<file path="config.mk">
export PLATFORM = sky130hd
export DESIGN_NAME = wgsc_top
export DESIGN_NICKNAME = d
export VERILOG_FILES = /design/src/inc/wgsc_pkg.sv /design/src/inc/wgsc_db_if.sv /design/src/hw/wgsc_deadband.sv /design/src/hw/wgsc_sync.sv /design/src/hw/wgsc_top.sv
export VERILOG_INCLUDE_DIRS = /design/src /design/src/inc
export SDC_FILE = /design/constraint.sdc
export NUM_CORES = 1
export LEC_CHECK = 0
export ABC_AREA = 1
export BUFFER_PORTS_ARGS = -buffer_cell sky130_fd_sc_hd__clkbuf_2
export CAP_MARGIN = 20
export CORE_ASPECT_RATIO = 0.5
export CORE_MARGIN = 4
export CORE_UTILIZATION = 45
export DETAILED_ROUTE_END_ITERATION = 7
export PLACE_DENSITY = 0.64
export SLEW_MARGIN = 10
export SYNTH_ARGS = -nofsm -noshare
export SYNTH_HDL_FRONTEND = slang
export SYNTH_SLANG_ARGS = --single-unit
export TNS_END_PERCENT = 100
</file>
<file path="constraint.sdc">
create_clock -name CLK -period 4.58 [get_ports CLK]
set_clock_uncertainty 0.15 [all_clocks]
set_input_delay 0.458 -clock CLK [delete_from_list [all_inputs] [get_ports CLK]]
set_output_delay 0.458 -clock CLK [all_outputs]
set_load 0.05 [all_outputs]
</file>
<file path="src/inc/wgsc_defines.svh">
// register offsets, field positions, reset values and response codes
`ifndef WGSC_DEFINES_SVH
`define WGSC_DEFINES_SVH
`define WGSC_OFF_MAIN   8'h00
`define WGSC_OFF_POL    8'h04
`define WGSC_OFF_DBR    8'h08
`define WGSC_OFF_DBF    8'h0C
`define WGSC_OFF_SDC    8'h10
`define WGSC_OFF_SRC    8'h14
`define WGSC_OFF_STEER  8'h18
`define WGSC_EN_BIT     7
`define WGSC_LD_BIT     6
`define WGSC_SD_BIT     7
`define WGSC_REN_BIT    6
`define WGSC_IN_BIT     5
`define WGSC_RST_MODE   3'h0
`define WGSC_RST_NIB    4'h0
`define WGSC_RST_DB     6'h00
`define WGSC_RST_LVL    2'h0
`define WGSC_RESP_OKAY  2'h0
`define WGSC_RESP_SLV   2'h2
`endif

</file>
<file path="src/inc/wgsc_pkg.sv">
// shared types of the waveform generator shutdown control
package wgsc_pkg;
  typedef enum logic [1:0] {
    WGSC_SHUT = 2'h0,
    WGSC_ARM  = 2'h1,
    WGSC_RUN  = 2'h3
  } wgsc_state_t;
  typedef enum logic [2:0] {
    WGSC_M_STEER = 3'h0,
    WGSC_M_SSTEER = 3'h1,
    WGSC_M_FWD   = 3'h2,
    WGSC_M_REV   = 3'h3,
    WGSC_M_HALF  = 3'h4,
    WGSC_M_PUSH  = 3'h5
  } wgsc_mode_t;
endpackage

</file>
<file path="src/inc/wgsc_db_if.sv">
// connection between the generator and one dead-band delay unit
`timescale 1ns/1ns
interface wgsc_db_if;
  logic       sig_in;
  logic [5:0] count;
  logic       sig_out;
  modport ctrl (output sig_in, output count, input sig_out);
  modport unit (input sig_in, input count, output sig_out);
endinterface

</file>
<file path="src/hw/wgsc_deadband.sv">
// rising-edge delay unit: output rises count+1 clocks after input, falls one clock after input falls
`timescale 1ns/1ns
module wgsc_deadband (
  input  wire logic clk,       // generator clock
  input  wire logic rst,       // async reset, high
  wgsc_db_if.unit   db         // level in, count, delayed level out
);
  logic [5:0] cnt_reg;
  logic       out_reg;

  assign db.sig_out = out_reg;

  always_ff @(posedge clk or posedge rst)
  begin
    if (rst)
    begin
      cnt_reg <= 6'h00;
      out_reg <= 1'b0;
    end
    else if (!db.sig_in)
    begin
      cnt_reg <= 6'h00;
      out_reg <= 1'b0;
    end
    else if (cnt_reg == db.count)
      out_reg <= 1'b1;
    else
      cnt_reg <= cnt_reg + 6'h01;
  end

  property p_db_low;
    @(posedge clk) disable iff (rst) !db.sig_in |=> !db.sig_out;
  endproperty
  a_db_low: assert property (p_db_low) else $error("dead-band output high after input low");
endmodule

</file>
<file path="src/hw/wgsc_sync.sv">
// two-stage synchroniser for pin inputs
`timescale 1ns/1ns
module wgsc_sync #(
  parameter int W = 1
) (
  input  wire logic         clk,   // generator clock
  input  wire logic         rst,   // async reset, high
  input  wire logic [W-1:0] d,     // asynchronous level
  output logic      [W-1:0] q      // synchronised level
);
  logic [W-1:0] meta_reg;

  always_ff @(posedge clk or posedge rst)
  begin
    if (rst)
    begin
      meta_reg <= '0;
      q        <= '0;
    end
    else
    begin
      meta_reg <= d;
      q        <= meta_reg;
    end
  end
endmodule

</file>
<file path="src/hw/wgsc_top.sv">
// waveform generator control, shutdown and restart with AXI4-Lite registers
//
// Local design decisions: the address map and the AXI4-Lite interface to the registers.
`timescale 1ns/1ns
`include "wgsc_defines.svh"
module wgsc_top (
  input  wire logic        CLK,           // generator clock, 25 MHz
  input  wire logic        SYS_RST,       // async reset, high
  input  wire logic [7:0]  S_AXI_AWADDR,  // write address
  input  wire logic        S_AXI_AWVALID, // write address valid
  output logic             S_AXI_AWREADY, // write address ready
  input  wire logic [31:0] S_AXI_WDATA,   // write data
  input  wire logic [3:0]  S_AXI_WSTRB,   // write byte lanes
  input  wire logic        S_AXI_WVALID,  // write data valid
  output logic             S_AXI_WREADY,  // write data ready
  output logic [1:0]       S_AXI_BRESP,   // write response
  output logic             S_AXI_BVALID,  // write response valid
  input  wire logic        S_AXI_BREADY,  // write response ready
  input  wire logic [7:0]  S_AXI_ARADDR,  // read address
  input  wire logic        S_AXI_ARVALID, // read address valid
  output logic             S_AXI_ARREADY, // read address ready
  output logic [31:0]      S_AXI_RDATA,   // read data
  output logic [1:0]       S_AXI_RRESP,   // read response
  output logic             S_AXI_RVALID,  // read data valid
  input  wire logic        S_AXI_RREADY,  // read data ready
  input  wire logic        WG_IN,         // waveform input pin
  input  wire logic [3:0]  SHDN_IN_N,     // shutdown inputs, active low
  output logic             OUT_A,         // output a
  output logic             OUT_B,         // output b
  output logic             OUT_C,         // output c
  output logic             OUT_D          // output d
);
  wgsc_pkg::wgsc_state_t state_reg;
  wgsc_pkg::wgsc_state_t state_next;
  logic [7:0]  aw_addr_reg;
  logic [7:0]  w_data_reg;
  logic        w_strb_reg;
  logic        aw_have_reg;
  logic        w_have_reg;
  logic [7:0]  rd_val;
  logic        rd_hit;
  logic        wr_hit;
  logic        en_reg;
  logic        ld_reg;
  logic [2:0]  mode_reg;
  logic [3:0]  pol_reg;
  logic [5:0]  dbr_reg;
  logic [5:0]  dbf_reg;
  logic [5:0]  dbr_act_reg;
  logic [5:0]  dbf_act_reg;
  logic        sd_reg;
  logic        ren_reg;
  logic [1:0]  override_level_pair_two_reg;
  logic [1:0]  override_level_pair_one_reg;
  logic [3:0]  src_reg;
  logic [3:0]  steer_reg;
  logic [3:0]  steer_act_reg;
  logic        phase_reg;
  logic        in_d_reg;
  logic [4:0]  pins_s;
  logic        in_s;
  logic        in_rise;
  logic        in_edge;
  logic        fault_any;
  logic        wr_go;
  logic        wr_main;
  logic        wr_sdc;
  logic [3:0]  wave;
  logic [3:0]  out_next;

  wgsc_db_if db_r ();
  wgsc_db_if db_f ();

  wgsc_sync #(.W(5)) u_sync (
    .clk (CLK),
    .rst (SYS_RST),
    .d   ({WG_IN, SHDN_IN_N}),
    .q   (pins_s)
  );
  wgsc_deadband u_db_rise (
    .clk (CLK),
    .rst (SYS_RST),
    .db  (db_r.unit)
  );
  wgsc_deadband u_db_fall (
    .clk (CLK),
    .rst (SYS_RST),
    .db  (db_f.unit)
  );

  assign in_s          = pins_s[4];
  assign in_rise       = in_s & ~in_d_reg;
  assign in_edge       = in_s ^ in_d_reg;
  assign fault_any     = |(src_reg & ~pins_s[3:0]);
  assign db_r.sig_in   = in_s;
  assign db_r.count    = dbr_act_reg;
  assign db_f.sig_in   = ~in_s;
  assign db_f.count    = dbf_act_reg;
  assign wr_go         = aw_have_reg & w_have_reg & ~S_AXI_BVALID;
  assign wr_main       = wr_go & w_strb_reg & (aw_addr_reg == `WGSC_OFF_MAIN);
  assign wr_sdc        = wr_go & w_strb_reg & (aw_addr_reg == `WGSC_OFF_SDC);

  // write channel: address and data taken in either order, answered once both held
  always_ff @(posedge CLK or posedge SYS_RST)
  begin
    if (SYS_RST)
    begin
      S_AXI_AWREADY <= 1'b1;
      S_AXI_WREADY  <= 1'b1;
      S_AXI_BVALID  <= 1'b0;
      S_AXI_BRESP   <= `WGSC_RESP_OKAY;
      aw_have_reg   <= 1'b0;
      w_have_reg    <= 1'b0;
      aw_addr_reg   <= 8'h00;
      w_data_reg    <= 8'h00;
      w_strb_reg    <= 1'b0;
    end
    else
    begin
      if (S_AXI_AWVALID && S_AXI_AWREADY)
      begin
        aw_addr_reg   <= S_AXI_AWADDR;
        aw_have_reg   <= 1'b1;
        S_AXI_AWREADY <= 1'b0;
      end
      if (S_AXI_WVALID && S_AXI_WREADY)
      begin
        w_data_reg   <= S_AXI_WDATA[7:0];
        w_strb_reg   <= S_AXI_WSTRB[0];
        w_have_reg   <= 1'b1;
        S_AXI_WREADY <= 1'b0;
      end
      if (wr_go)
      begin
        aw_have_reg  <= 1'b0;
        w_have_reg   <= 1'b0;
        S_AXI_BVALID <= 1'b1;
        S_AXI_BRESP  <= wr_hit ? `WGSC_RESP_OKAY : `WGSC_RESP_SLV;
      end
      if (S_AXI_BVALID && S_AXI_BREADY)
      begin
        S_AXI_BVALID  <= 1'b0;
        S_AXI_AWREADY <= 1'b1;
        S_AXI_WREADY  <= 1'b1;
      end
    end
  end

  always_comb
  begin
    wr_hit = 1'b1;
    case (aw_addr_reg)
      `WGSC_OFF_MAIN, `WGSC_OFF_POL, `WGSC_OFF_DBR, `WGSC_OFF_DBF,
      `WGSC_OFF_SDC, `WGSC_OFF_SRC, `WGSC_OFF_STEER: wr_hit = 1'b1;
      default: wr_hit = 1'b0;
    endcase
  end

  always_comb
  begin
    rd_hit = 1'b1;
    case (S_AXI_ARADDR)
      `WGSC_OFF_MAIN:  rd_val = {en_reg, ld_reg, 3'h0, mode_reg};
      `WGSC_OFF_POL:   rd_val = {2'h0, in_s, 1'b0, pol_reg};
      `WGSC_OFF_DBR:   rd_val = {2'h0, dbr_reg};
      `WGSC_OFF_DBF:   rd_val = {2'h0, dbf_reg};
      `WGSC_OFF_SDC:   rd_val = {sd_reg, ren_reg, override_level_pair_two_reg, override_level_pair_one_reg, 2'h0};
      `WGSC_OFF_SRC:   rd_val = {4'h0, src_reg};
      `WGSC_OFF_STEER: rd_val = {4'h0, steer_reg};
      default:
      begin
        rd_val = 8'h00;
        rd_hit = 1'b0;
      end
    endcase
  end

  always_ff @(posedge CLK or posedge SYS_RST)
  begin
    if (SYS_RST)
    begin
      S_AXI_ARREADY <= 1'b1;
      S_AXI_RVALID  <= 1'b0;
      S_AXI_RDATA   <= 32'h00000000;
      S_AXI_RRESP   <= `WGSC_RESP_OKAY;
    end
    else if (S_AXI_ARVALID && S_AXI_ARREADY)
    begin
      S_AXI_ARREADY <= 1'b0;
      S_AXI_RVALID  <= 1'b1;
      S_AXI_RDATA   <= {24'h000000, rd_val};
      S_AXI_RRESP   <= rd_hit ? `WGSC_RESP_OKAY : `WGSC_RESP_SLV;
    end
    else if (S_AXI_RVALID && S_AXI_RREADY)
    begin
      S_AXI_RVALID  <= 1'b0;
      S_AXI_ARREADY <= 1'b1;
    end
  end

  // main control
  always_ff @(posedge CLK or posedge SYS_RST)
  begin
    if (SYS_RST)
    begin
      en_reg   <= 1'b0;
      mode_reg <= `WGSC_RST_MODE;
    end
    else if (wr_main)
    begin
      en_reg   <= w_data_reg[`WGSC_EN_BIT];
      mode_reg <= w_data_reg[2:0];
    end
  end

  // load request: set needs enable already on, set beats the edge clear
  always_ff @(posedge CLK or posedge SYS_RST)
  begin
    if (SYS_RST)
      ld_reg <= 1'b0;
    else if (wr_main && w_data_reg[`WGSC_LD_BIT] && en_reg && w_data_reg[`WGSC_EN_BIT])
      ld_reg <= 1'b1;
    else if (!en_reg || in_edge)
      ld_reg <= 1'b0;
  end

  // software copies of dead band and the other settings
  always_ff @(posedge CLK or posedge SYS_RST)
  begin
    if (SYS_RST)
    begin
      pol_reg   <= `WGSC_RST_NIB;
      dbr_reg   <= `WGSC_RST_DB;
      dbf_reg   <= `WGSC_RST_DB;
      ren_reg   <= 1'b0;
      override_level_pair_two_reg  <= `WGSC_RST_LVL;
      override_level_pair_one_reg  <= `WGSC_RST_LVL;
      src_reg   <= `WGSC_RST_NIB;
      steer_reg <= `WGSC_RST_NIB;
    end
    else if (wr_go && w_strb_reg)
    begin
      case (aw_addr_reg)
        `WGSC_OFF_POL:   pol_reg <= w_data_reg[3:0];
        `WGSC_OFF_DBR:   dbr_reg <= w_data_reg[5:0];
        `WGSC_OFF_DBF:   dbf_reg <= w_data_reg[5:0];
        `WGSC_OFF_SDC:
        begin
          ren_reg  <= w_data_reg[`WGSC_REN_BIT];
          override_level_pair_two_reg <= w_data_reg[5:4];
          override_level_pair_one_reg <= w_data_reg[3:2];
        end
        `WGSC_OFF_SRC:   src_reg <= w_data_reg[3:0];
        `WGSC_OFF_STEER: steer_reg <= w_data_reg[3:0];
        default: ;
      endcase
    end
  end

  // active dead band: follows at once while disabled, at an input edge with a load request pending when enabled
  always_ff @(posedge CLK or posedge SYS_RST)
  begin
    if (SYS_RST)
    begin
      dbr_act_reg <= `WGSC_RST_DB;
      dbf_act_reg <= `WGSC_RST_DB;
    end
    else if (!en_reg || (ld_reg && in_edge))
    begin
      dbr_act_reg <= dbr_reg;
      dbf_act_reg <= dbf_reg;
    end
  end

  // shutdown bit: an active selected input always wins over any clear
  always_ff @(posedge CLK or posedge SYS_RST)
  begin
    if (SYS_RST)
      sd_reg <= 1'b0;
    else if (fault_any)
      sd_reg <= 1'b1;
    else if (wr_sdc)
      sd_reg <= w_data_reg[`WGSC_SD_BIT];
    else if (ren_reg)
      sd_reg <= 1'b0;
  end

  // override until the first rising input edge after shutdown clears
  always_comb
  begin
    state_next = state_reg;
    case (state_reg)
      wgsc_pkg::WGSC_SHUT:
        if (!sd_reg && !fault_any)
          state_next = wgsc_pkg::WGSC_ARM;
      wgsc_pkg::WGSC_ARM:
        if (sd_reg || fault_any)
          state_next = wgsc_pkg::WGSC_SHUT;
        else if (in_rise)
          state_next = wgsc_pkg::WGSC_RUN;
      wgsc_pkg::WGSC_RUN:
        if (sd_reg || fault_any)
          state_next = wgsc_pkg::WGSC_SHUT;
      default: state_next = wgsc_pkg::WGSC_SHUT;
    endcase
    if (!en_reg)
      state_next = wgsc_pkg::WGSC_SHUT;
  end

  always_ff @(posedge CLK or posedge SYS_RST)
  begin
    if (SYS_RST)
      state_reg <= wgsc_pkg::WGSC_SHUT;
    else
      state_reg <= state_next;
  end

  // input history, push-pull phase and synchronous steering copy
  always_ff @(posedge CLK or posedge SYS_RST)
  begin
    if (SYS_RST)
    begin
      in_d_reg      <= 1'b0;
      phase_reg     <= 1'b0;
      steer_act_reg <= `WGSC_RST_NIB;
    end
    else
    begin
      in_d_reg <= in_s;
      if (in_rise)
      begin
        phase_reg     <= ~phase_reg;
        steer_act_reg <= steer_reg;
      end
    end
  end

  // normal waveform per mode, ordered {d, c, b, a}
  always_comb
  begin
    case (mode_reg)
      wgsc_pkg::WGSC_M_STEER:  wave = steer_reg & {4{in_s}};
      wgsc_pkg::WGSC_M_SSTEER: wave = steer_act_reg & {4{in_s}};
      wgsc_pkg::WGSC_M_FWD:    wave = {in_s, 1'b0, 1'b0, 1'b1};
      wgsc_pkg::WGSC_M_REV:    wave = {1'b0, 1'b1, in_s, 1'b0};
      wgsc_pkg::WGSC_M_HALF:   wave = {db_f.sig_out, db_r.sig_out, db_f.sig_out, db_r.sig_out};
      wgsc_pkg::WGSC_M_PUSH:
        wave = {in_s & ~phase_reg, in_s & phase_reg, in_s & ~phase_reg, in_s & phase_reg};
      default: wave = 4'h0;
    endcase
    if (!en_reg)
      out_next = 4'h0;
    else if (state_reg != wgsc_pkg::WGSC_RUN)
      out_next = {override_level_pair_two_reg[1], override_level_pair_one_reg[1], override_level_pair_two_reg[0], override_level_pair_one_reg[0]};
    else
      out_next = wave ^ pol_reg;
  end

  // outputs from flops; a disabled generator drives low
  always_ff @(posedge CLK or posedge SYS_RST)
  begin
    if (SYS_RST)
    begin
      OUT_A <= 1'b0;
      OUT_B <= 1'b0;
      OUT_C <= 1'b0;
      OUT_D <= 1'b0;
    end
    else
    begin
      OUT_A <= out_next[0];
      OUT_B <= out_next[1];
      OUT_C <= out_next[2];
      OUT_D <= out_next[3];
    end
  end

  property p_ovr_ac;
    @(posedge CLK) disable iff (SYS_RST)
      (en_reg && state_reg != wgsc_pkg::WGSC_RUN) |=> (OUT_A == $past(override_level_pair_one_reg[0]) && OUT_C == $past(override_level_pair_one_reg[1]));
  endproperty
  a_ovr_ac: assert property (p_ovr_ac) else $error("a/c not at override level");

  property p_ovr_pol;
    @(posedge CLK) disable iff (SYS_RST)
      (en_reg && state_reg == wgsc_pkg::WGSC_SHUT && pol_reg != 4'h0)
        |=> (OUT_B == $past(override_level_pair_two_reg[0]) && OUT_D == $past(override_level_pair_two_reg[1]));
  endproperty
  a_ovr_pol: assert property (p_ovr_pol) else $error("polarity changed an override");

  property p_sw_clear;
    @(posedge CLK) disable iff (SYS_RST) (sd_reg && fault_any) |=> sd_reg;
  endproperty
  a_sw_clear: assert property (p_sw_clear) else $error("shutdown cleared with input active");

  property p_hold_edge;
    @(posedge CLK) disable iff (SYS_RST)
      (state_reg == wgsc_pkg::WGSC_ARM && !in_rise) |=> state_reg != wgsc_pkg::WGSC_RUN;
  endproperty
  a_hold_edge: assert property (p_hold_edge) else $error("resumed without rising edge");

  property p_auto;
    @(posedge CLK) disable iff (SYS_RST) (ren_reg && sd_reg && !fault_any && !wr_sdc) |=> !sd_reg;
  endproperty
  a_auto: assert property (p_auto) else $error("auto-restart did not clear shutdown");

  property p_ld_clear;
    @(posedge CLK) disable iff (SYS_RST) (ld_reg && in_edge && !wr_main) |=> !ld_reg;
  endproperty
  a_ld_clear: assert property (p_ld_clear) else $error("load request not cleared at edge");

  property p_ld_en;
    @(posedge CLK) disable iff (SYS_RST) (!en_reg && !ld_reg) |=> !ld_reg;
  endproperty
  a_ld_en: assert property (p_ld_en) else $error("load request set while disabled");

  property p_rsvd;
    @(posedge CLK) disable iff (SYS_RST)
      (S_AXI_ARVALID && S_AXI_ARREADY && S_AXI_ARADDR == `WGSC_OFF_MAIN) |=> S_AXI_RDATA[5:3] == 3'h0;
  endproperty
  a_rsvd: assert property (p_rsvd) else $error("unimplemented bits read nonzero");

  property p_sw_shut;
    @(posedge CLK) disable iff (SYS_RST) sd_reg |=> state_reg == wgsc_pkg::WGSC_SHUT;
  endproperty
  a_sw_shut: assert property (p_sw_shut) else $error("shutdown bit set but not in shutdown");
endmodule

</file>
## After elaboration in Yosys (flattened, before gate mapping)

Index checks and enable logic that the tools add are counted.

- Output and inout bits: 45
- Logic and storage cells: 169
- Register bits: 119
- Input bits: 64

- Add/subtract/negate cells: 2
- Bitwise operators: 17
- Multiplexer cells: 41
- Reductions and logical operators: 40
- Equal/unequal tests: 28

Operators with widths:

| kind | count |
|---|---|
| case mux 8 bit (7 select lines) | 1 |
| == test 8 x 5 -> 1 bit, second input constant | 6 |
| == test 8 x 4 -> 1 bit, second input constant | 4 |
| 2-to-1 mux 1 bit | 25 |
| 2-to-1 mux 6 bit | 4 |
| case mux 4 bit (6 select lines) | 1 |
| == test 8 x 3 -> 1 bit, second input constant | 2 |
| zero test 8 bit | 2 |
| nonzero test 2 bit | 8 |
| 2-to-1 mux 2 bit | 7 |
| OR reduction 7 bit | 2 |
| adder 6 x 1 -> 6 bit, second input constant | 2 |
| bitwise AND 4 bit | 3 |
| == test 6 bit | 2 |
| AND reduction 2 bit | 6 |
| logical AND 1 bit | 11 |
| bitwise AND 1 bit | 8 |
| 2-to-1 mux 4 bit | 2 |
| == test 3 x 2 -> 1 bit, second input constant | 2 |
| == test 3 bit, second input constant | 2 |
| != test 2 bit, second input constant | 3 |
| != test 3 bit, second input constant | 2 |
| case mux 2 bit (3 select lines) | 1 |
| != test 4 bit, second input constant | 1 |
| other kinds (15) | 21 |

## Logic depth before layout (Yosys ltp)

Gate-level depths: netlist of the first run.

- Depth after elaboration: 8
- Gate-level depth with buffers: 11
- Depth with buffers taken out: 10

## By module

From an unflattened synthesis of the first run, not the netlist that was laid out.

- Cells, all modules: 730
- Area, all modules: 5921.9 um^2

Modules (own cells, without submodules):

| module | sequential area each (um^2) | times used | cells each | area an instance (um^2) |
|---|---|---|---|---|
| wgsc_top | 2331.0 | 1 | 555 | 4539.4 |
| wgsc_deadband | 175.2 | 2 | 82 | 564.3 |
| wgsc_sync | 250.2 | 1 | 11 | 254.0 |

## Worst setup path before layout of the first run

No wires, ideal clock.

- Path kind: flip-flop to flip-flop
- Start: register S_AXI_BVALID
- End: register dbf_reg[1]
- Slack: 2.889 ns
- Data arrival time: 1.420 ns
- Clock period less this slack: 1.691 ns
- Required time: 4.309 ns
- Path buffers: 1
- Stages on the path, launching flop included: 8
- Setup time: 0.121 ns
- Cell sequence: dfrtp_1 > inv_1 > nand3_4 > nor2_8 > nand3_1 > buf_4 > nand2_1 > o21ai_2

- Longest elaborated chain between the ends: 4

Ends and longest elaborated chain:

| item | line | text |
|---|---|---|
| start, declared | wgsc_top.sv:17 | `output logic S_AXI_BVALID,` |
| start signal, assigned | wgsc_top.sv:110 | `S_AXI_BVALID <= 1'b0;` |
| start signal, assigned | wgsc_top.sv:137 | `S_AXI_BVALID <= 1'b1;` |
| start signal, assigned | wgsc_top.sv:142 | `S_AXI_BVALID <= 1'b0;` |
| NOT 1 bit | wgsc_top.sv:99 | `assign wr_go = aw_have_reg & w_have_reg & ~S_AXI_BVALID;` |
| bitwise AND 1 bit | wgsc_top.sv:99 |  |
| logical AND 1 bit | wgsc_top.sv:241 | `else if (wr_go && w_strb_reg)` |
| AND reduction 2 bit (no line) | - |  |
| end signal, assigned | wgsc_top.sv:234 | `` dbf_reg <= `WGSC_RST_DB; `` |
| end signal, assigned | wgsc_top.sv:246 | `` `WGSC_OFF_DBF: dbf_reg <= w_data_reg[5:0]; `` |
| end, declared | wgsc_top.sv:48 | `logic [5:0] dbf_reg;` |

No other way between the ends.
A chain may end at the register's enable or synchronous reset.

## Worst setup path after layout of the first run

- Start: register u_sync.q[4]
- End: register dbr_act_reg[5] (netlist: db_r.count[5])

- Longest elaborated chain between the ends: 3

Ends and longest elaborated chain:

| item | line | text |
|---|---|---|
| start, declared | wgsc_sync.sv:9 | `output logic [W-1:0] q` |
| start signal, assigned | wgsc_sync.sv:23 | `q <= meta_reg;` |
| XOR 1 bit | wgsc_top.sv:93 | `assign in_edge = in_s ^ in_d_reg;` |
| logical AND 1 bit | wgsc_top.sv:268 | `else if (!en_reg \|\| (ld_reg && in_edge))` |
| logical OR 1 bit | wgsc_top.sv:268 |  |
| end signal, assigned | wgsc_top.sv:265 | `` dbr_act_reg <= `WGSC_RST_DB; `` |
| end signal, assigned | wgsc_top.sv:270 | `dbr_act_reg <= dbr_reg;` |
| end, declared | wgsc_top.sv:49 | `logic [5:0] dbr_act_reg;` |

No other way between the ends.

==> summary.md, run 1 <==
| Metric | Value |
|---|---|
| Status | complete, but fails checks |
| Synth Cell Area | 5700 µm² |
| Pwr Total | 3.71 mW |
| Initial DRC Count | 298 |
| Classification of the worst setup path | reg2reg |
| Syn. warnings | 0 |
| CTS Buf Count | 17 |
| Pleak | 3.41 nW |
| Longest Clk Path Bufs | 2 |
| Slew Limit Fails | 0 |
| IO Count | 109 |
| Initial antenna violation count | 0 |
| Sequential fraction of the synthesis area | 51.5% |
| Critical path required time | 4.73 ns |
| FMAX | 0.419 GHz |
| Antenna-violating nets left | 0 |
| Fill count | 1086 |
| GRT overflow | 0 |
| Layout cells sized above 1 | 17.7% |
| Post-CTS Setup Inserts | 0 |
| # H-tree levels | 4 |
| Vias in the first global route | 4258 |
| FFs w/ async S/R, synth | 100% |
| Flop pwr share | 38.3% |
| Worst path slowest cell | dfrtp_1 |
| CTS Hold Bufs | 5 |
| Fin util | 55.4% |
| Core Region | 12100 µm² |
| Hold Path Class | in2async |
| Clk root buf | clkbuf_16 |
| Final setup viols | 0 |
| GRT Resource Usage Total | 18.6% |
| CTS tree | yes |
| MaxCap Viol Count | 0 |
| First-pass DRT Iterations | 6 |
| Hold Slack | -0.0165 ns |
| Unrepaired setup endpoints after global routing | no |
| Fin. Hold Viols | 33 |
| Max-Slew Margin vs Limit | 48.5% |
| Switching part of the total | 36.4% |
| WL final | 12600 µm |
| Via count | 4442 |
| Startpoint type of the worst setup path | flip-flop |
| Clock power share | 37.6% |
| Worst setup EP type | flip-flop |
| Internal power | 2.36 mW |
| Die outline area | 14600 µm² |
| Post-synth top flop | dfrtp_1 |
| Worst setup margin | 2.19 ns |
| Global-route wire length before repair | 21300 µm |
| Post-synth EDFFs | 0 |
| Via-to-Cell Ratio | 4.84 |
| Rows | 28 |
| Later-pin clock latency in the skew report | 0.42 ns |
| Final min period | 2.39 ns |
| Chip height | 87.6 µm |
| Final GP Congestion | 0.915 |
| WP data arrival | 2.53 ns |
| Power Density | 555 nW/µm² |
| Maximum VDD drop | 0.311 mV |
| Yosys cell types | 41 |
| Cell family with most CP delay | flip-flops |
| Number of buffers added on ports | 55 |
| Ant diodes | 0 |
| Tcrit/Tclk final | 52.1% |
| Number of synthesized register bits | 117 |
| Combinational group share of total power | 24.1% |
| Post-route setup TNS | 0 ns |
| HPWL Detailed | 8930 µm |
| Mean post-synth cell area | 8.50 µm² |
| Area Overhead vs Synth | 17.6% |
| Clock Sinks | 117 |
| CP Cell Sequence | ha_1 -> o21ai_2 -> mux2_2 |
| Pin count of the biggest net entering global routing | 55 |
| Worst-path clk slew | 0.06 ns |
| Failing checks | negative hold slack |
| Setup WS pre-CTS | 2.21 ns |
| WP buf/inv | 0 |
| # DRC | 0 |
| Die Wd | 167 µm |
| Cts repair resizes | 0 |
| P_sw | 1.35 mW |
| Nets@finish | 806 |
| Worst-Margin Slew | 0.773 ns |
| Initial Util | 47.1% |
| WL/cell | 13.7 µm |
| CP max stage delay | 0.70 ns |
| Worst-path fanout max | 19 |
| Synth Instances | 670 |
final cells by class:
class	instances	area [µm²]	share of cell area, %
clock buffers	17	425	6.35
clock inverters	15	191	2.86
inverters	82	310	4.63
multi-input cells	459	2290	34.2
flip-flops and latches	117	2930	43.8
well taps	165	206	3.08
repair buffers	62	340	5.08
cells in the mapped netlist (5+ instances only):
cell	n	area [µm²]
nand2_1	180	676
dfrtp_1	114	2850
inv_1	72	270
nand3_1	67	335
o21ai_0	61	305
nor2_1	38	143
buf_4	28	210
o21ai_1	11	55.1
inv_2	9	33.8
a21oi_1	8	40.0
xnor2_1	8	70.1
xor2_1	8	70.1
nor2_2	6	37.5
mux2_2	5	56.3
worst register-to-register path: cells and delay by family (launching register included):
kind	cells	cell delay [ns]
adder cells (fa/ha/maj)	1	0.37
AO/OA/AOI/OAI	1	0.64
multiplexers	1	0.42
flip-flops	1	0.70
routing by layer:
metal / track usage [%] / vias up / wire (µm)
met2: 29.5 / 135 / 5570
li1: - / 2242 / -
met4: 5.79 / 0 / 170
met5: 0 / - / 0
met3: 5.05 / 20 / 765
met1: 25.3 / 2045 / 6110
worst paths after layout:
check / start / endpoint / slack, ns / depth (start not counted)
worst max register to register: u_sync.q[4] / db_r.count[5] / 2.19 / 3
worst min register to register: u_sync.meta_reg[2] / u_sync.q[2] / 0.20 / 0
max in group asynchronous: SYS_RST / dbr_reg[0] / 3.39 / 3
worst max-delay path: u_sync.q[4] / db_r.count[5] / 2.19 / 3
min in group CLK: S_AXI_AWVALID / S_AXI_AWREADY / 0.06 / 2
worst min-delay path: SYS_RST / aw_addr_reg[1] / -0.02 / 2
per-stage QoR:
| step | hold WS (ns) | instances | cell area, µm² |
|---|---|---|---|
| 6_report | -0.0165 | 917 | 6700 |
| 5_1_grt | 0.0426 | 917 | 6700 |
| 4_1_cts | 0.00337 | 917 | 6700 |
| 3_5_place_dp | 0.186 | 880 | 6030 |
| 3_3_place_gp | 0.184 | 880 | 6030 |
| 2_1_floorplan | 0.181 | 695 | 5790 |
power groups by stage:
stage / Sequential, mW / Clock (mW) / Combinational, mW
floorplan: 1.48 / 0 / 0.621
global placement: 1.43 / 0 / 0.872
detailed placement: 1.44 / 0 / 0.894
CTS: 1.42 / 1.41 / 0.905
global route: 1.46 / 1.46 / 1.01
finish: 1.42 / 1.40 / 0.894
logic make-up (layout without fill, tap and decap cells):
kind of cell               Yosys count  in the layout  synth area share (%)
AOI/OAI and AO/OA                   90             90                  8.50
xor gates and xnor gates            16             16                  2.46
adders and majority gates            3              3                 0.659
buffers and inverters              119            176                  9.95
DFF                                117            117                  51.5
muxes                                5              5                 0.988
other                                1             26                0.0658
and+or+nand+nor                    319            319                  25.9
cells in the final DEF (no fill, tap or decap), types with 4 or more instances in the layout:
| cell | instances |
|---|---|
| nor3_1 | 4 |
| clkbuf_16 | 17 |
| nor2_2 | 6 |
| xnor2_1 | 8 |
| dfrtp_1 | 114 |
| inv_6 | 6 |
| a21oi_1 | 8 |
| nor2_1 | 38 |
| dlygate4sd3_1 | 5 |
| nand2_1 | 180 |
| o21ai_0 | 61 |
| clkbuf_2 | 55 |
| mux2_2 | 5 |
| nand3_1 | 67 |
| xor2_1 | 8 |
| o21ai_1 | 11 |
| conb_1 | 26 |
| inv_2 | 9 |
| inv_1 | 71 |
| o21ai_2 | 4 |
Note: power is estimated with default switching activity, not from simulation.
==> run 2: changes to the inputs <==
--- a/config.mk
+++ b/config.mk
@@ -13,7 +13,7 @@
 export CORE_MARGIN = 4
 export CORE_UTILIZATION = 45
 export DETAILED_ROUTE_END_ITERATION = 7
-export PLACE_DENSITY = 0.64
+export PLACE_DENSITY = 0.67
 export SLEW_MARGIN = 10
 export SYNTH_ARGS = -nofsm -noshare
 export SYNTH_HDL_FRONTEND = slang
==> constraint.sdc (replaced) <==
create_clock -name CLK -period 2.05 [get_ports CLK]
set_clock_uncertainty 0.15 [all_clocks]
set_input_delay 0.205 -clock CLK [delete_from_list [all_inputs] [get_ports CLK]]
set_output_delay 0.205 -clock CLK [all_outputs]
set_load 0.05 [all_outputs]
==> summary.md, run 2 (synthesized netlist as in run 1, its figures left out) <==
| Metric | Value |
|---|---|
| Status | complete, no violations |
| Final min period | 1.82 ns (-0.569 ns) |
| Classification of the worst setup path | reg2reg |
| WP buf/inv | 1 (+1) |
| CP max stage delay | 0.42 ns (-0.28 ns) |
| Worst setup margin | 0.234 ns (-1.96 ns) |
| Final GP Congestion | 0.871 (-4.8%) |
| R2r worst-path depth | 6 (+3) |
| GRT Resource Usage Total | 18.4% (-0.14 points) |
| Initial Util | 47.1% (unchanged) |
| Most frequent cells in the layout | nand2_1, dfrtp_1, inv_1 |
| Antenna-violating nets left | 0 (unchanged) |
| CP Cell Sequence | nor2_1 -> nand3_1 -> inv_1 -> nand3_1 -> nand2_1 -> o21ai_1 |
| Max-Slew Margin vs Limit | 57.3% (+8.9 points) |
| Ant diodes | 0 (unchanged) |
| Die outline area | 14600 µm² (unchanged) |
| Chip height | 87.6 µm (unchanged) |
| Later-pin clock latency in the skew report | 0.41 ns (about the same) |
| Global-route wire length before repair | 21300 µm (unchanged) |
| Post-CTS Setup Inserts | 0 (unchanged) |
| Pwr Total | 8.05 mW (+120%) |
| CP Capture Point | dbr_reg[2] |
| Worst-path clk slew | 0.06 ns (about the same) |
| Power Density | 1160 nW/µm² (+110%) |
| Clk root buf | clkbuf_16 |
| Crit path depth | 6 (+3) |
| Number of buffers added on ports | 55 (unchanged) |
| WL final | 12500 µm (-0.91%) |
| Initial DRC Count | 292 (-2.0%) |
| Fin. Hold Viols | 0 (-100%) |
| R2R Setup Slk | 0.23 ns (-1.96 ns) |
| Setup WS pre-CTS | 0.280 ns (-1.93 ns) |
| HPWL Detailed | 8640 µm (-3.2%) |
| Clock Sinks | 117 (unchanged) |
| Fill count | 1083 (-0.28%) |
| Initial antenna violation count | 0 (unchanged) |
| Unrepaired setup endpoints after global routing | no |
| Via count | 4545 (+2.3%) |
| Final setup viols | 0 (unchanged) |
| First-pass DRT Iterations | 5 (-1) |
| Worst-Margin Slew | 0.640 ns (-0.133 ns) |
| CTS tree | yes |
| Commonest non-fill, non-tap cell in the layout | nand2_1 |
| Hold Path Class | in2reg |
| IO Count | 109 (unchanged) |
| Area Overhead vs Synth | 21.7% |
| Sequential Area | 2930 µm² (unchanged) |
| Reg2reg end | dbr_reg[2] |
| # H-tree levels | 4 (unchanged) |
| CTS Hold Bufs | 29 (+24) |
| Post-route setup TNS | 0 ns (unchanged) |
| Tcrit/Tclk final | 88.6% (+37 points) |
| Fin util | 57.3% (+1.9 points) |
| Pleak | 3.50 nW (+2.7%) |
| WP data arrival | 1.94 ns (-0.59 ns) |
| GRT overflow | 0 (unchanged) |
| Cell family with most CP delay | simple AND/OR/NAND/NOR gates |
| Crit path top cell by count | nand3_1 |
| FF-to-FF Start | aw_addr_reg[6] |
| FMAX | 0.551 GHz (+31%) |
| Critical path required time | 2.17 ns (-2.56 ns) |
| Cts repair resizes | 0 (unchanged) |
| MaxCap Viol Count | 0 (unchanged) |
| Vias in the first global route | 4356 (+2.3%) |
| Maximum VDD drop | 0.738 mV (+140%) |
| Worst path slowest cell | nand3_1 |
| Die Wd | 167 µm (unchanged) |
| Via-to-Cell Ratio | 4.81 (-0.71%) |
| Rows | 28 (unchanged) |
| Nets@finish | 834 (+3.5%) |
| Critical path origin | aw_addr_reg[6] |
| Slew Limit Fails | 0 (unchanged) |
| WL/cell | 13.2 µm (-3.8%) |
| Longest Clk Path Bufs | 2 (unchanged) |
| Core Region | 12100 µm² (unchanged) |
| Worst setup EP type | flip-flop |
| CTS Buf Count | 17 (unchanged) |
| Worst-path fanout max | 12 (-7) |
| Pin count of the biggest net entering global routing | 67 (+22%) |
| Startpoint type of the worst setup path | flip-flop |
| Layout cells sized above 1 | 17.6% (-0.12 points) |
| # DRC | 0 (unchanged) |
| Multi-input logic area | 2290 µm² (unchanged) |
## run 2: cell types whose count changed in the layout (fill, tap and decap cells not counted), sizes merged
cell         previous run  this run
bufinv                  3         1
dlygate4sd3             5        29
inv                    88        83
clkbuf                 72        73
buf                     2         6
clkinv                  4         7
clkinvlp                2         5
## run 2: area by class of cell
class | instances | share of cell area [%]
Multi-Input combinational cell | 459 | 33.1
Tap cell | 165 | 2.98
Clock buffer | 18 | 6.34
Clock inverter | 14 | 1.84
Sequential cell | 117 | 42.3
Inverter | 82 | 4.49
Timing Repair Buffer | 90 | 8.99
## run 2: worst min path at each step
| stage | from | end | slack (ns) | depth (start not counted) |
|---|---|---|---|---|
| final | S_AXI_ARVALID | S_AXI_RVALID | 0.08 | 4 |
| after global routing | S_AXI_ARVALID | S_AXI_RVALID | 0.1 | 4 |
| after CTS | S_AXI_ARVALID | S_AXI_RVALID | 0.06 | 4 |
| after detailed placement | SHDN_IN_N[2] | u_sync.meta_reg[2] | 0.16 | 1 |
| after global placement | WG_IN | u_sync.meta_reg[4] | 0.16 | 1 |
| after floorplan | SHDN_IN_N[0] | u_sync.meta_reg[0] | 0.09 | 0 |
## run 2: power breakdown
| part | total [mW] | switching [mW] | internal, mW |
|---|---|---|---|
| Sequential | 3.17 | 0.375 | 2.80 |
| Clock | 2.80 | 1.10 | 1.70 |
| Combinational | 2.07 | 1.47 | 0.599 |
## run 2: stage by stage
step | instance area [µm²] | cells | hold WS, ns
2_1_floorplan | 5790 | 695 | 0.0864
3_3_place_gp | 6070 | 884 | 0.163
3_5_place_dp | 6070 | 884 | 0.165
4_1_cts | 6930 | 945 | 0.0640
5_1_grt | 6930 | 945 | 0.0977
6_report | 6930 | 945 | 0.0789
## run 2: worst min-delay path: stages
cell,delay (ns)
clkbuf_2,0.08
nand2_1,0.06
buf_4,0.17
o21ai_0,0.08
## run 2: layer usage
layer	part of all wire (%)	global-route usage, %	vias up	wire, µm
li1	-	-	2288	-
met1	48	25.1	2130	6050
met2	44	28.9	114	5520
met3	5.8	4.33	13	723
met4	1.6	7.65	0	195
met5	0	0	-	0
==> run 3: changes to the inputs <==
==> constraint.sdc (replaced) <==
create_clock -name CLK -period 1.5 [get_ports CLK]
set_clock_uncertainty 0.15 [all_clocks]
set_input_delay 0.15 -clock CLK [delete_from_list [all_inputs] [get_ports CLK]]
set_output_delay 0.15 -clock CLK [all_outputs]
set_load 0.05 [all_outputs]
==> summary.md, run 3 (synthesized netlist as in run 1, its figures left out) <==
| Metric | Value |
|---|---|
| Status | complete, but fails checks |
| Failing checks | negative setup slack |
| # DRC | 0 (unchanged) |
| CP max stage delay | 0.40 ns (-0.02 ns) |
| CTS tree | yes |
| MaxCap Viol Count | 0 (unchanged) |
| Pwr Total | 13.2 mW (+64%) |
| Global-route wire length before repair | 22500 µm (+5.8%) |
| Worst setup EP type | flip-flop |
| Longest Clk Path Bufs | 2 (unchanged) |
| Startpoint type of the worst setup path | flip-flop |
| Initial antenna violation count | 0 (unchanged) |
| Initial Util | 47.1% (unchanged) |
| Via count | 4937 (+8.6%) |
| Hold Slack | 0.0849 ns (+0.00597 ns) |
| Clock Sinks | 117 (unchanged) |
| Rows | 28 (unchanged) |
| GRT overflow | 0 (unchanged) |
| Antenna-violating nets left | 0 (unchanged) |
| Via-to-Cell Ratio | 4.99 (+3.7%) |
| Pin count of the biggest net entering global routing | 38 (-43%) |
| Worst path slowest cell | dfrtp_1 |
| FF-to-FF Start | u_sync.q[4] |
| Worst-path clk slew | 0.06 ns (about the same) |
| Clk root buf | clkbuf_16 |
| Pleak | 3.92 nW (+12%) |
| First-pass DRT Iterations | 5 (unchanged) |
| Final setup viols | 32 (+32) |
| FMAX | 0.638 GHz (+16%) |
| Final GP Congestion | 0.926 (+6.3%) |
| Fill count | 926 (-14%) |
| Nets@finish | 879 (+5.4%) |
| Slew Limit Fails | 0 (unchanged) |
| Chip height | 87.6 µm (unchanged) |
| Initial DRC Count | 354 (+21%) |
| Maximum VDD drop | 0.961 mV (+30%) |
| Critical path origin | u_sync.q[4] |
| Worst setup margin | -0.0671 ns (-0.301 ns) |
| GRT Resource Usage Total | 19.5% (+1.1 points) |
| Worst-path fanout max | 5 (-7) |
| WL final | 14500 µm (+16%) |
| WP data arrival | 1.72 ns (-0.22 ns) |
| Later-pin clock latency in the skew report | 0.41 ns (about the same) |
| R2R Setup Slk | -0.07 ns (-0.30 ns) |
| Tcrit/Tclk final | 104% (+16 points) |
| Vias in the first global route | 4630 (+6.3%) |
| Unrepaired setup endpoints after global routing | yes |
| Crit path top cell by count | nand3_1 |
| Final min period | 1.57 ns (-0.249 ns) |
| WL/cell | 14.6 µm (+11%) |
| CP Cell Sequence | buf_6 -> inv_8 -> nor3_4 -> nand3_1 -> nand3_1 -> nand3_1 -> nand2_1 -> inv_1 |
| Number of buffers added on ports | 55 (unchanged) |
| Fin util | 65.7% (+8.4 points) |
| Core Region | 12100 µm² (unchanged) |
| HPWL Detailed | 9420 µm (+9.0%) |
| R2r worst-path depth | 8 (+2) |
| Classification of the worst setup path | reg2reg |
| Die Wd | 167 µm (unchanged) |
| CP Capture Point | OUT_A |
| Power Density | 1670 nW/µm² (+43%) |
| CTS Buf Count | 17 (unchanged) |
| Area Overhead vs Synth | 39.5% |
| Ant diodes | 0 (unchanged) |
| IO Count | 109 (unchanged) |
| # H-tree levels | 4 (unchanged) |
| Hold Path Class | in2reg |
| Die outline area | 14600 µm² (unchanged) |
| Most frequent cells in the layout | nand2_1, dfrtp_1, inv_1 |
| Layout cells sized above 1 | 31.5% (+14 points) |
| Critical path required time | 1.66 ns (-0.51 ns) |
| Reg2reg end | OUT_A |
| Commonest non-fill, non-tap cell in the layout | nand2_1 |
| Fin. Hold Viols | 0 (unchanged) |
[run 3: power breakdown]
part / switching (mW) / internal [mW]
sequential: 0.613 / 3.83
combinational: 2.47 / 1.47
clock: 1.47 / 3.38
[run 3: per-layer routing]
layer / wire (µm) / vias to the layer above / share of wire, % / global-route usage [%]
met5: 0 / - / 0 / 0
met4: 277 / 0 / 1.9 / 6.90
met3: 871 / 24 / 6.0 / 4.91
met2: 6790 / 163 / 47 / 31.7
met1: 6550 / 2353 / 45 / 25.9
li1: - / 2397 / - / -
[run 3: timing repair]
action	in CTS	in global routing
endpoints found under the setup margin	44	65
hold buffers	28	0
buffers inserted	3	12
gates resized for setup	14	130
pin swaps	2	30
gates cloned	0	4
hold endpoints to repair	141	0
[run 3: cell type report]
| class | count | area, µm² | area share [%] |
|---|---|---|---|
| Sequential cell | 117 | 2940 | 37.0 |
| Clock buffer | 20 | 457 | 5.75 |
| Timing Repair Buffer | 134 | 1120 | 14.1 |
| Tap cell | 165 | 206 | 2.60 |
| Inverter | 82 | 328 | 4.13 |
| Clock inverter | 12 | 249 | 3.13 |
| Multi-Input combinational cell | 460 | 2650 | 33.4 |
[run 3: critical path: cells and delay by family (launching register included)]
kind | cells | cell delay (ns)
simple gates | 5 | 0.65
flops | 1 | 0.40
buf+inv | 3 | 0.24
[run 3: worst min path at each step]
| stage | startpoint | endpoint | slack [ns] | cells after the start |
|---|---|---|---|---|
| finish | S_AXI_ARADDR[0] | S_AXI_RRESP[1] | 0.08 | 5 |
| global route | S_AXI_ARADDR[0] | S_AXI_RRESP[1] | 0.12 | 5 |
| CTS | S_AXI_ARADDR[0] | S_AXI_RRESP[1] | 0.08 | 5 |
| floorplan | SHDN_IN_N[0] | u_sync.meta_reg[0] | 0.03 | 0 |
| global placement | SYS_RST | db_f.count[0] | -0.01 | 2 |
| detailed placement | SYS_RST | db_f.count[0] | -0.009 | 2 |
[run 3: metrics by stage]
step	area (µm²)	worst slack, ns	cells	TNS, ns
2_1_floorplan	5820	-0.225	695	-30.34
3_3_place_gp	6330	-0.0766	911	-0.527
3_5_place_dp	6330	-0.0925	911	-0.877
4_1_cts	7390	-0.0433	974	-0.275
5_1_grt	7950	-0.141	990	-4.36
6_report	7950	-0.0671	990	-0.954
